<file path="src/rfia_params.svh">
// rfia_params.svh: op-codes, field positions, reset values and sizes for the event pin block
// assumes nothing; definitions only
`ifndef RFIA_PARAMS_SVH
`define RFIA_PARAMS_SVH

`define RFIA_OP_ASSIGN_WR    8'h34
`define RFIA_OP_ASSIGN_RD    8'hD0
`define RFIA_ASSIGN_RESET    8'h00
`define RFIA_RX2_PULSE_HI    7
`define RFIA_RX2_PULSE_LO    6
`define RFIA_RX2_LEVEL_HI    5
`define RFIA_RX2_LEVEL_LO    4
`define RFIA_RX1_PULSE_HI    3
`define RFIA_RX1_PULSE_LO    2
`define RFIA_RX1_LEVEL_HI    1
`define RFIA_RX1_LEVEL_LO    0
`define RFIA_FIFO_DEPTH      32
`define RFIA_FIFO_HALF       16
`define RFIA_LABEL_BITS      8
`define RFIA_DATA_BITS       23
`define RFIA_WORD_BITS       32
`define RFIA_MAILBOXES       3
`define RFIA_LABEL_REV_BIT   6

`endif

</file>
<file path="src/rfia_pkg.sv">
// rfia_pkg.sv: types shared by the event pin block
// assumes nothing
package rfia_pkg;
    typedef enum logic [1:0] {
        RFIA_PULSE_ANY = 2'b00,
        RFIA_PULSE_MB1 = 2'b01,
        RFIA_PULSE_MB2 = 2'b10,
        RFIA_PULSE_MB3 = 2'b11
    } rfia_pulse_sel_t;

    typedef enum logic [1:0] {
        RFIA_LEVEL_EMPTY    = 2'b00,
        RFIA_LEVEL_FULL     = 2'b01,
        RFIA_LEVEL_HALF     = 2'b10,
        RFIA_LEVEL_NOTEMPTY = 2'b11
    } rfia_level_sel_t;

    typedef enum logic [1:0] {
        RFIA_SPI_OPCODE = 2'b00,
        RFIA_SPI_DATA   = 2'b01,
        RFIA_SPI_IGNORE = 2'b10
    } rfia_spi_state_t;
endpackage

</file>
<file path="src/rfia_rx_event.sv">
// rfia_rx_event.sv: one receiver's pulse and level pin from its selection bits
// assumes store strobes and fifo count synchronous to ref_clk
`timescale 1ns/1ps
`include "rfia_params.svh"
module rfia_rx_event #(
    parameter int DEPTH = `RFIA_FIFO_DEPTH,
    parameter int HALF  = `RFIA_FIFO_HALF,
    parameter int CW    = 6
) (
    input  wire logic                   ref_clk,
    input  wire logic                   resetn,
    input  wire rfia_pkg::rfia_pulse_sel_t pulseSel,
    input  wire rfia_pkg::rfia_level_sel_t levelSel,
    input  wire logic                   fifoStore,
    input  wire logic [2:0]             mailboxStore,
    input  wire logic [CW-1:0]          fifoCount,
    output logic                        eventPulse,
    output logic                        eventLevel
);
    logic pulse_ff;
    logic level_ff;
    logic nxt_pulse;
    logic nxt_level;

    always_comb begin
        unique case (pulseSel)
            rfia_pkg::RFIA_PULSE_ANY: nxt_pulse = fifoStore | (|mailboxStore);
            rfia_pkg::RFIA_PULSE_MB1: nxt_pulse = mailboxStore[0];
            rfia_pkg::RFIA_PULSE_MB2: nxt_pulse = mailboxStore[1];
            rfia_pkg::RFIA_PULSE_MB3: nxt_pulse = mailboxStore[2];
        endcase
        unique case (levelSel)
            rfia_pkg::RFIA_LEVEL_EMPTY: nxt_level = (fifoCount == '0);
            rfia_pkg::RFIA_LEVEL_FULL:  nxt_level = (fifoCount == CW'(DEPTH));
            rfia_pkg::RFIA_LEVEL_HALF:  nxt_level = (fifoCount >= CW'(HALF));
            rfia_pkg::RFIA_LEVEL_NOTEMPTY: nxt_level = (fifoCount != '0);
        endcase
    end

    always_ff @(posedge ref_clk or negedge resetn) begin
        if (!resetn) begin
            pulse_ff <= 1'b0;
            level_ff <= 1'b1;
        end else begin
            pulse_ff <= nxt_pulse;
            level_ff <= nxt_level;
        end
    end

    assign eventPulse = pulse_ff;
    assign eventLevel = level_ff;
endmodule

</file>
<file path="src/rfia_event_assign.sv">
// rfia_event_assign.sv: assignment register on the spi byte stream, two receivers' pins,
// label bit order and mailbox word formatting
// assumes spi bytes already deserialised into strobes on ref_clk; csActive frames a transaction
`timescale 1ns/1ps
`include "rfia_params.svh"
module rfia_event_assign #(
    parameter int DEPTH = `RFIA_FIFO_DEPTH,
    parameter int CW    = 6
) (
    input  wire logic        ref_clk,
    input  wire logic        resetn,
    input  wire logic        csActive,
    input  wire logic        rxByteValid,
    input  wire logic [7:0]  rxByte,
    input  wire logic        txByteTaken,
    output logic [7:0]       txByte,
    output logic             txByteValid,
    input  wire logic        rx1FifoStore,
    input  wire logic [2:0]  rx1MailboxStore,
    input  wire logic [CW-1:0] rx1FifoCount,
    input  wire logic        rx2FifoStore,
    input  wire logic [2:0]  rx2MailboxStore,
    input  wire logic [CW-1:0] rx2FifoCount,
    input  wire logic [7:0]  txControl,
    input  wire logic [31:0] txWordIn,
    output logic [31:0]      txWordOut,
    input  wire logic        rxLabelReverse,
    input  wire logic [31:0] rxWordIn,
    output logic [31:0]      rxWordOut,
    input  wire logic [7:0]  matchLabel,
    output logic [7:0]       matchCompare,
    input  wire logic [31:0] mailboxWord,
    output logic [23:0]      mailboxRead,
    output logic             rx1PulseOut,
    output logic             rx1LevelOut,
    output logic             rx2PulseOut,
    output logic             rx2LevelOut,
    output logic [7:0]       assignOut
);
    rfia_pkg::rfia_spi_state_t state_ff;
    rfia_pkg::rfia_spi_state_t nxt_state;
    logic [7:0]  assign_ff;
    logic [7:0]  nxt_assign;
    logic [7:0]  txb_ff;
    logic [7:0]  nxt_txb;
    logic        txv_ff;
    logic        nxt_txv;
    logic [31:0] txw_ff;
    logic [31:0] nxt_txw;
    logic [31:0] rxw_ff;
    logic [31:0] nxt_rxw;
    logic [7:0]  mc_ff;
    logic [23:0] mbr_ff;
    logic        writeSel_ff;
    logic        nxt_writeSel;
    logic        txLabelReverse;

    function automatic logic [7:0] rfia_rev8(input logic [7:0] v);
        logic [7:0] r;
        r = '0;
        for (int i = 0; i < 8; i++) begin
            r[i] = v[7-i];
        end
        return r;
    endfunction

    // spi op-code decode for the assignment register
    always_comb begin
        nxt_state    = state_ff;
        nxt_assign   = assign_ff;
        nxt_txb      = txb_ff;
        nxt_txv      = txv_ff;
        nxt_writeSel = writeSel_ff;
        if (txByteTaken) begin
            nxt_txv = 1'b0;
        end
        if (!csActive) begin
            nxt_state    = rfia_pkg::RFIA_SPI_OPCODE;
            nxt_writeSel = 1'b0;
            nxt_txv      = 1'b0;
        end else if (rxByteValid) begin
            unique case (state_ff)
                rfia_pkg::RFIA_SPI_OPCODE: begin
                    if (rxByte == `RFIA_OP_ASSIGN_WR) begin
                        nxt_state    = rfia_pkg::RFIA_SPI_DATA;
                        nxt_writeSel = 1'b1;
                    end else if (rxByte == `RFIA_OP_ASSIGN_RD) begin
                        nxt_state = rfia_pkg::RFIA_SPI_IGNORE;
                        nxt_txb   = assign_ff;
                        nxt_txv   = 1'b1;
                    end else begin
                        nxt_state = rfia_pkg::RFIA_SPI_IGNORE;
                    end
                end
                rfia_pkg::RFIA_SPI_DATA: begin
                    if (writeSel_ff) begin
                        nxt_assign = rxByte;
                    end
                    nxt_writeSel = 1'b0;
                    nxt_state    = rfia_pkg::RFIA_SPI_IGNORE;
                end
                rfia_pkg::RFIA_SPI_IGNORE: begin
                    nxt_state = rfia_pkg::RFIA_SPI_IGNORE;
                end
                default: begin
                    nxt_state = rfia_pkg::RFIA_SPI_IGNORE;
                end
            endcase
        end
    end

    always_ff @(posedge ref_clk or negedge resetn) begin
        if (!resetn) begin
            state_ff    <= rfia_pkg::RFIA_SPI_OPCODE;
            assign_ff   <= `RFIA_ASSIGN_RESET;
            txb_ff      <= 8'h00;
            txv_ff      <= 1'b0;
            writeSel_ff <= 1'b0;
        end else begin
            state_ff    <= nxt_state;
            assign_ff   <= nxt_assign;
            txb_ff      <= nxt_txb;
            txv_ff      <= nxt_txv;
            writeSel_ff <= nxt_writeSel;
        end
    end

    // label byte sits in bits 7:0 (first on the bus), data 30:8, parity 31
    assign txLabelReverse = txControl[`RFIA_LABEL_REV_BIT];

    always_comb begin
        nxt_txw = txWordIn;
        if (txLabelReverse) begin
            nxt_txw[`RFIA_LABEL_BITS-1:0] = rfia_rev8(txWordIn[7:0]);
        end
        nxt_rxw = rxWordIn;
        if (rxLabelReverse) begin
            nxt_rxw[`RFIA_LABEL_BITS-1:0] = rfia_rev8(rxWordIn[7:0]);
        end
    end

    always_ff @(posedge ref_clk or negedge resetn) begin
        if (!resetn) begin
            txw_ff <= 32'h0000_0000;
            rxw_ff <= 32'h0000_0000;
            mc_ff  <= 8'h00;
            mbr_ff <= 24'h00_0000;
        end else begin
            txw_ff <= nxt_txw;
            rxw_ff <= nxt_rxw;
            mc_ff  <= matchLabel;
            mbr_ff <= mailboxWord[31:`RFIA_LABEL_BITS];
        end
    end

    rfia_rx_event #(.DEPTH(DEPTH), .HALF(`RFIA_FIFO_HALF), .CW(CW)) u_rx1 (
        .ref_clk      (ref_clk),
        .resetn       (resetn),
        .pulseSel     (rfia_pkg::rfia_pulse_sel_t'(
                          assign_ff[`RFIA_RX1_PULSE_HI:`RFIA_RX1_PULSE_LO])),
        .levelSel     (rfia_pkg::rfia_level_sel_t'(
                          assign_ff[`RFIA_RX1_LEVEL_HI:`RFIA_RX1_LEVEL_LO])),
        .fifoStore    (rx1FifoStore),
        .mailboxStore (rx1MailboxStore),
        .fifoCount    (rx1FifoCount),
        .eventPulse   (rx1PulseOut),
        .eventLevel   (rx1LevelOut)
    );

    rfia_rx_event #(.DEPTH(DEPTH), .HALF(`RFIA_FIFO_HALF), .CW(CW)) u_rx2 (
        .ref_clk      (ref_clk),
        .resetn       (resetn),
        .pulseSel     (rfia_pkg::rfia_pulse_sel_t'(
                          assign_ff[`RFIA_RX2_PULSE_HI:`RFIA_RX2_PULSE_LO])),
        .levelSel     (rfia_pkg::rfia_level_sel_t'(
                          assign_ff[`RFIA_RX2_LEVEL_HI:`RFIA_RX2_LEVEL_LO])),
        .fifoStore    (rx2FifoStore),
        .mailboxStore (rx2MailboxStore),
        .fifoCount    (rx2FifoCount),
        .eventPulse   (rx2PulseOut),
        .eventLevel   (rx2LevelOut)
    );

    assign txByte       = txb_ff;
    assign txByteValid  = txv_ff;
    assign txWordOut    = txw_ff;
    assign rxWordOut    = rxw_ff;
    assign matchCompare = mc_ff;
    assign mailboxRead  = mbr_ff;
    assign assignOut    = assign_ff;
endmodule

</file>
<file path="config.mk">
export PLATFORM = sky130hd
export DESIGN_NAME = rfia_event_assign
export DESIGN_NICKNAME = d
export VERILOG_FILES = /design/src/rfia_pkg.sv /design/src/rfia_rx_event.sv /design/src/rfia_event_assign.sv
export VERILOG_INCLUDE_DIRS = /design/src
export SDC_FILE = /design/constraint.sdc
export NUM_CORES = 1
export LEC_CHECK = 0
export ABC_AREA = 1
export BUFFER_PORTS_ARGS = -buffer_cell sky130_fd_sc_hd__buf_2
export CAP_MARGIN = 30
export CORE_MARGIN = 5
export CORE_UTILIZATION = 44
export CTS_CLUSTER_DIAMETER = 50
export DETAILED_ROUTE_END_ITERATION = 8
export HOLD_SLACK_MARGIN = 0.03
export PLACE_DENSITY_LB_ADDON = 0.12
export SLEW_MARGIN = 20
export SYNTH_ARGS = -nofsm -noshare
export SYNTH_HDL_FRONTEND = slang
export SYNTH_SLANG_ARGS = --single-unit
</file>
<file path="constraint.sdc">
create_clock -name ref_clk -period 2.5 [get_ports ref_clk]
set_input_delay 0.125 -clock ref_clk [delete_from_list [all_inputs] [get_ports ref_clk]]
set_output_delay 0.125 -clock ref_clk [all_outputs]
set_load 0.01 [all_outputs]
</file>
==> results.yml, run 1 <==
die:
  pin_count: 263
  die_x_um: 102
  num_rows: 33
  initial_core_util: 0.455
  die_h_um: 102
clock_network:
  cts_hold_buf: 133
  root_buffer: "clkbuf_8"
  cts_buffers: 17
  cts.sink_count: 120
  htree_levels: 4
  cts.path.max_buffers: 2
  postCtsSetupBuffers: 0
  cts_resized: 0
synthesis:
  syn_area_mm2: 0.00376
  netlist_instances: 282
  netlist.area_leader.share: 0.786
  syn_avg_cell_area_um2: 13.3
  ys_seq_area_frac: 0.800
  ys_seq_elements: 120
  yosys.area.top_type: "dfrtp_1"
  synth_warnings: 0
  post_synth_num_cell_types: 19
  synth_area_leaders: "dfrtp_1 79%, nand2_1 4.6%, o21ai_0 2.9%"
  syn_nets: 428
run_status:
  status: "aborted with a tool error"
  error: "[ERROR RSZ-0060] Max buffer count reached."
  stop_stage: "4_1_cts"
place:
  io_buffer_count: 247
  place_area_mm2: 0.00513
  hpwl_um: 8660
  place_congestion: 0.780
-- synth_stat cells --
master    count
nor3_4        1
inv_2         1
inv_1        26
nand2_2       3
nor3_1        2
o21ai_2       6
o21ai_0      22
a21oi_1      15
clkbuf_1      2
or2_2         4
nand3_1       4
nor2_2        1
nor2_1       23
dfrtp_1     118
dfstp_2       2
nor3_2        1
nand4_1       3
nand2_1      46
buf_6         2
-- cells by family after synthesis --
kind of cell	synth area share
flip-flops	0.800
buffers and inverters	0.0350
AND/OR/NAND/NOR	0.102
AO/OA/AOI/OAI	0.0632
-- through the flow --
stage	setup WS, ns	utilization	cells	hold slack (ns)
floorplan	1.29	-	282	-0.171
global placement	1.14	0.621	632	0.0921
detailed placement	1.11	0.621	632	0.110
==> run 2: changes to the inputs <==
--- a/config.mk
+++ b/config.mk
@@ -10,11 +10,9 @@
 export BUFFER_PORTS_ARGS = -buffer_cell sky130_fd_sc_hd__buf_2
 export CAP_MARGIN = 30
 export CORE_MARGIN = 5
-export CORE_UTILIZATION = 44
-export CTS_CLUSTER_DIAMETER = 50
+export CORE_UTILIZATION = 31
 export DETAILED_ROUTE_END_ITERATION = 8
-export HOLD_SLACK_MARGIN = 0.03
-export PLACE_DENSITY_LB_ADDON = 0.12
+export PLACE_DENSITY_LB_ADDON = 0.15
 export SLEW_MARGIN = 20
 export SYNTH_ARGS = -nofsm -noshare
 export SYNTH_HDL_FRONTEND = slang
==> results.yml, run 2 <==
layout:
  layout_common_cells: "246 x buf_2, 118 x dfrtp_1, 110 x dlygate4sd3_1"
  drive_gt1_frac: 0.445
  final_common_cell: "buf_2"
  fill_cells: 968
  instances_no_fill: 815
  finish.utilization: 0.579
  diodes: 0
  syn2layout_area_growth_pct: 84.1
  nNetsFinal: 802
clock_network:
  cts_buffers: 17
  cts_tree: "yes"
  cts.sink_count: 120
  root_buffer: "clkbuf_16"
  postCtsSetupBuffers: 0
  cts.path.max_buffers: 2
  htree_levels: 4
  clkLatencyLatePin_ns: 0.40
  clk_pin_slew_ns: 0.05
synthesis:
  netlist_instances: 282
  synth-main-ff-cell: "dfrtp_1"
  ys_seq_elements: 120
  yosys.area.top_type: "dfrtp_1"
  yosysMostFrequentCell: "dfrtp_1"
  synth_area_leaders: "dfrtp_1 79%, nand2_1 4.6%, o21ai_0 2.9%"
  netlist.area_leader.share: 0.786
  ys_top_cells_by_count: "118 x dfrtp_1, 46 x nand2_1, 26 x inv_1, 23 x nor2_1, 22 x o21ai_0"
  async_flop_share: 1.00
  ys_seq_area_frac: 0.800
  synth_warnings: 0
  post_synth_num_cell_types: 19
  syn_area_mm2: 0.00376
  syn_avg_cell_area_um2: 13.3
  syn_nets: 428
  synth_edf_count: 0
worst_hold_path:
  holdPathStages: 3
  whs_endpoint: "assignOut[5]"
  hold_start: "rxByte[5]"
  hold_path.class: "in -> reg"
die:
  die-area_mm2: 0.0144
  die_h_um: 120
  core_area_mm2: 0.0120
  pin_count: 263
  num_rows: 40
  initial_core_util: 0.314
  die_x_um: 120
sta:
  finalWorstSetupSlack_ns: 1.12
  finClkSkew_ns: 0.00809
  setup_viol: 0
  fmax_mhz: 727
  slew_headroom: 0.655
  finalMaxSlewViolations: 0
  worstMarginPinSlew_ns: 0.517
  fin_crit_sh: 0.550
  setup_tns_ns: 0
  timing_hold_violations_final: 0
  hold_slack_ns: 0.0210
  final.min_clock_period_ns: 1.38
  rsz0062_at_grt: "no"
setup_path:
  crit_path_start_kind: "register"
  slowest_stage: "dfrtp_1"
  crit_path_end_kind: "register"
  cp.required_ns: 2.77
  reg2reg_depth: 6
  cp.arrival_ns: 1.65
  r2r-start: "state_ff[0]"
  crit_buf_inv: 0
  crit_chain: "nor2_2, nand2_2, nor3_4, nand2_2, nand2_1, o21ai_2"
  path_class: "reg -> reg"
  crit_family: "simple AND/OR/NAND/NOR gates"
  critical_path.max_stage_delay_ns: 0.39
  cp_max_fo: 15
  cpMostUsedCell: "nand2_2"
  reg2reg_to: "txByte[5]"
  r2r_setup_slack_ns: 1.12
global_route:
  grt_overflow: 0
  antenna_found_initial: 0
  grt_pass1_vias: 3726
  grtUsageTotal: 0.164
  grt_max_degree: 64
  grt_pass1_wl_um: 18400
power:
  p_leak_nw: 3.58
  powerDensity_mw_per_mm2: 744
  vdd_drop_max_mv: 0.441
flow_run:
  maxCapViolations: 0
place:
  hpwl_um: 7820
  pre_cts_slack_ns: 1.12
  placed_cells: 674
  place_congestion: 0.759
  io_buffer_count: 247
detailed_routing:
  routed_via_density: 4.20
  vias: 3420
  drc_errors: 0
  ant_nets: 0
  drt_iter0_drc: 115
  wirelength_um: 11400
  dr.pass1.iters: 5
  wire_per_inst_um: 14.0
run_status:
  status: "completed"
[run 2: area by class of cell]
type	count	area (um2)	area share
Clock inverter	7	139	0.0201
Clock buffer	24	502	0.0725
Timing Repair Buffer	359	2370	0.342
Sequential cell	120	3010	0.434
Inverter	27	101	0.0146
Multi-Input combinational cell	131	622	0.0899
Tap cell	147	184	0.0266
[run 2: stage by stage]
step	total power, mW	cell area (um2)
2_1_floorplan	2.19	3760
3_3_place_gp	2.43	5180
3_5_place_dp	2.44	5180
4_1_cts	5.20	6920
5_1_grt	5.36	6920
6_report	5.15	6920
[run 2: cells by family (layout without fill, tap and decap cells)]
| group | after synthesis | count (layout) | synth area share |
|---|---|---|---|
| flops | 120 | 120 | 0.800 |
| simple gates | 88 | 88 | 0.102 |
| compound gates | 43 | 43 | 0.0632 |
| buf+inv | 31 | 417 | 0.0350 |
[run 2: worst reg2reg max path, stage by stage (launching register included)]
cell     delay [ns]
dfrtp_1        0.39
nor2_2         0.16
nand2_2        0.08
nor3_4         0.16
nand2_2        0.25
nand2_1        0.15
o21ai_2        0.06
[run 2: metal layers]
metal / track usage / part of all wire
met4: 0.0601 / 0.019
met2: 0.286 / 0.52
met1: 0.175 / 0.36
met5: 0 / 0
met3: 0.0740 / 0.099
[run 2: how the worst max path moves through the flow]
stage | cells past startpoint | endpoint | startpoint | slack (ns)
after floorplan | 7 | txByte[1] | state_ff[0] | 1.29
after global routing | 4 | assignOut[3] | state_ff[0] | 0.96
final | 6 | txByte[5] | state_ff[0] | 1.12
after global placement | 6 | txByte[3] | state_ff[0] | 1.13
after detailed placement | 6 | txByte[5] | state_ff[0] | 1.12
after CTS | 6 | txByte[5] | state_ff[0] | 1.09
[run 2: timing repair]
| item | CTS | global route |
|---|---|---|
| hold buffers | 110 | 0 |
| endpoints found under the hold margin | 136 | 0 |
| resized for setup | 0 | 0 |
| endpoints found under the setup margin | 0 | 0 |
[run 2: power by group]
group	switching (mW)	total, mW	internal (mW)
Clock	0.810	2.60	1.79
Combinational	0.217	0.487	0.270
Sequential	0.0234	2.06	2.03
Power figures use the tool's default switching activity.
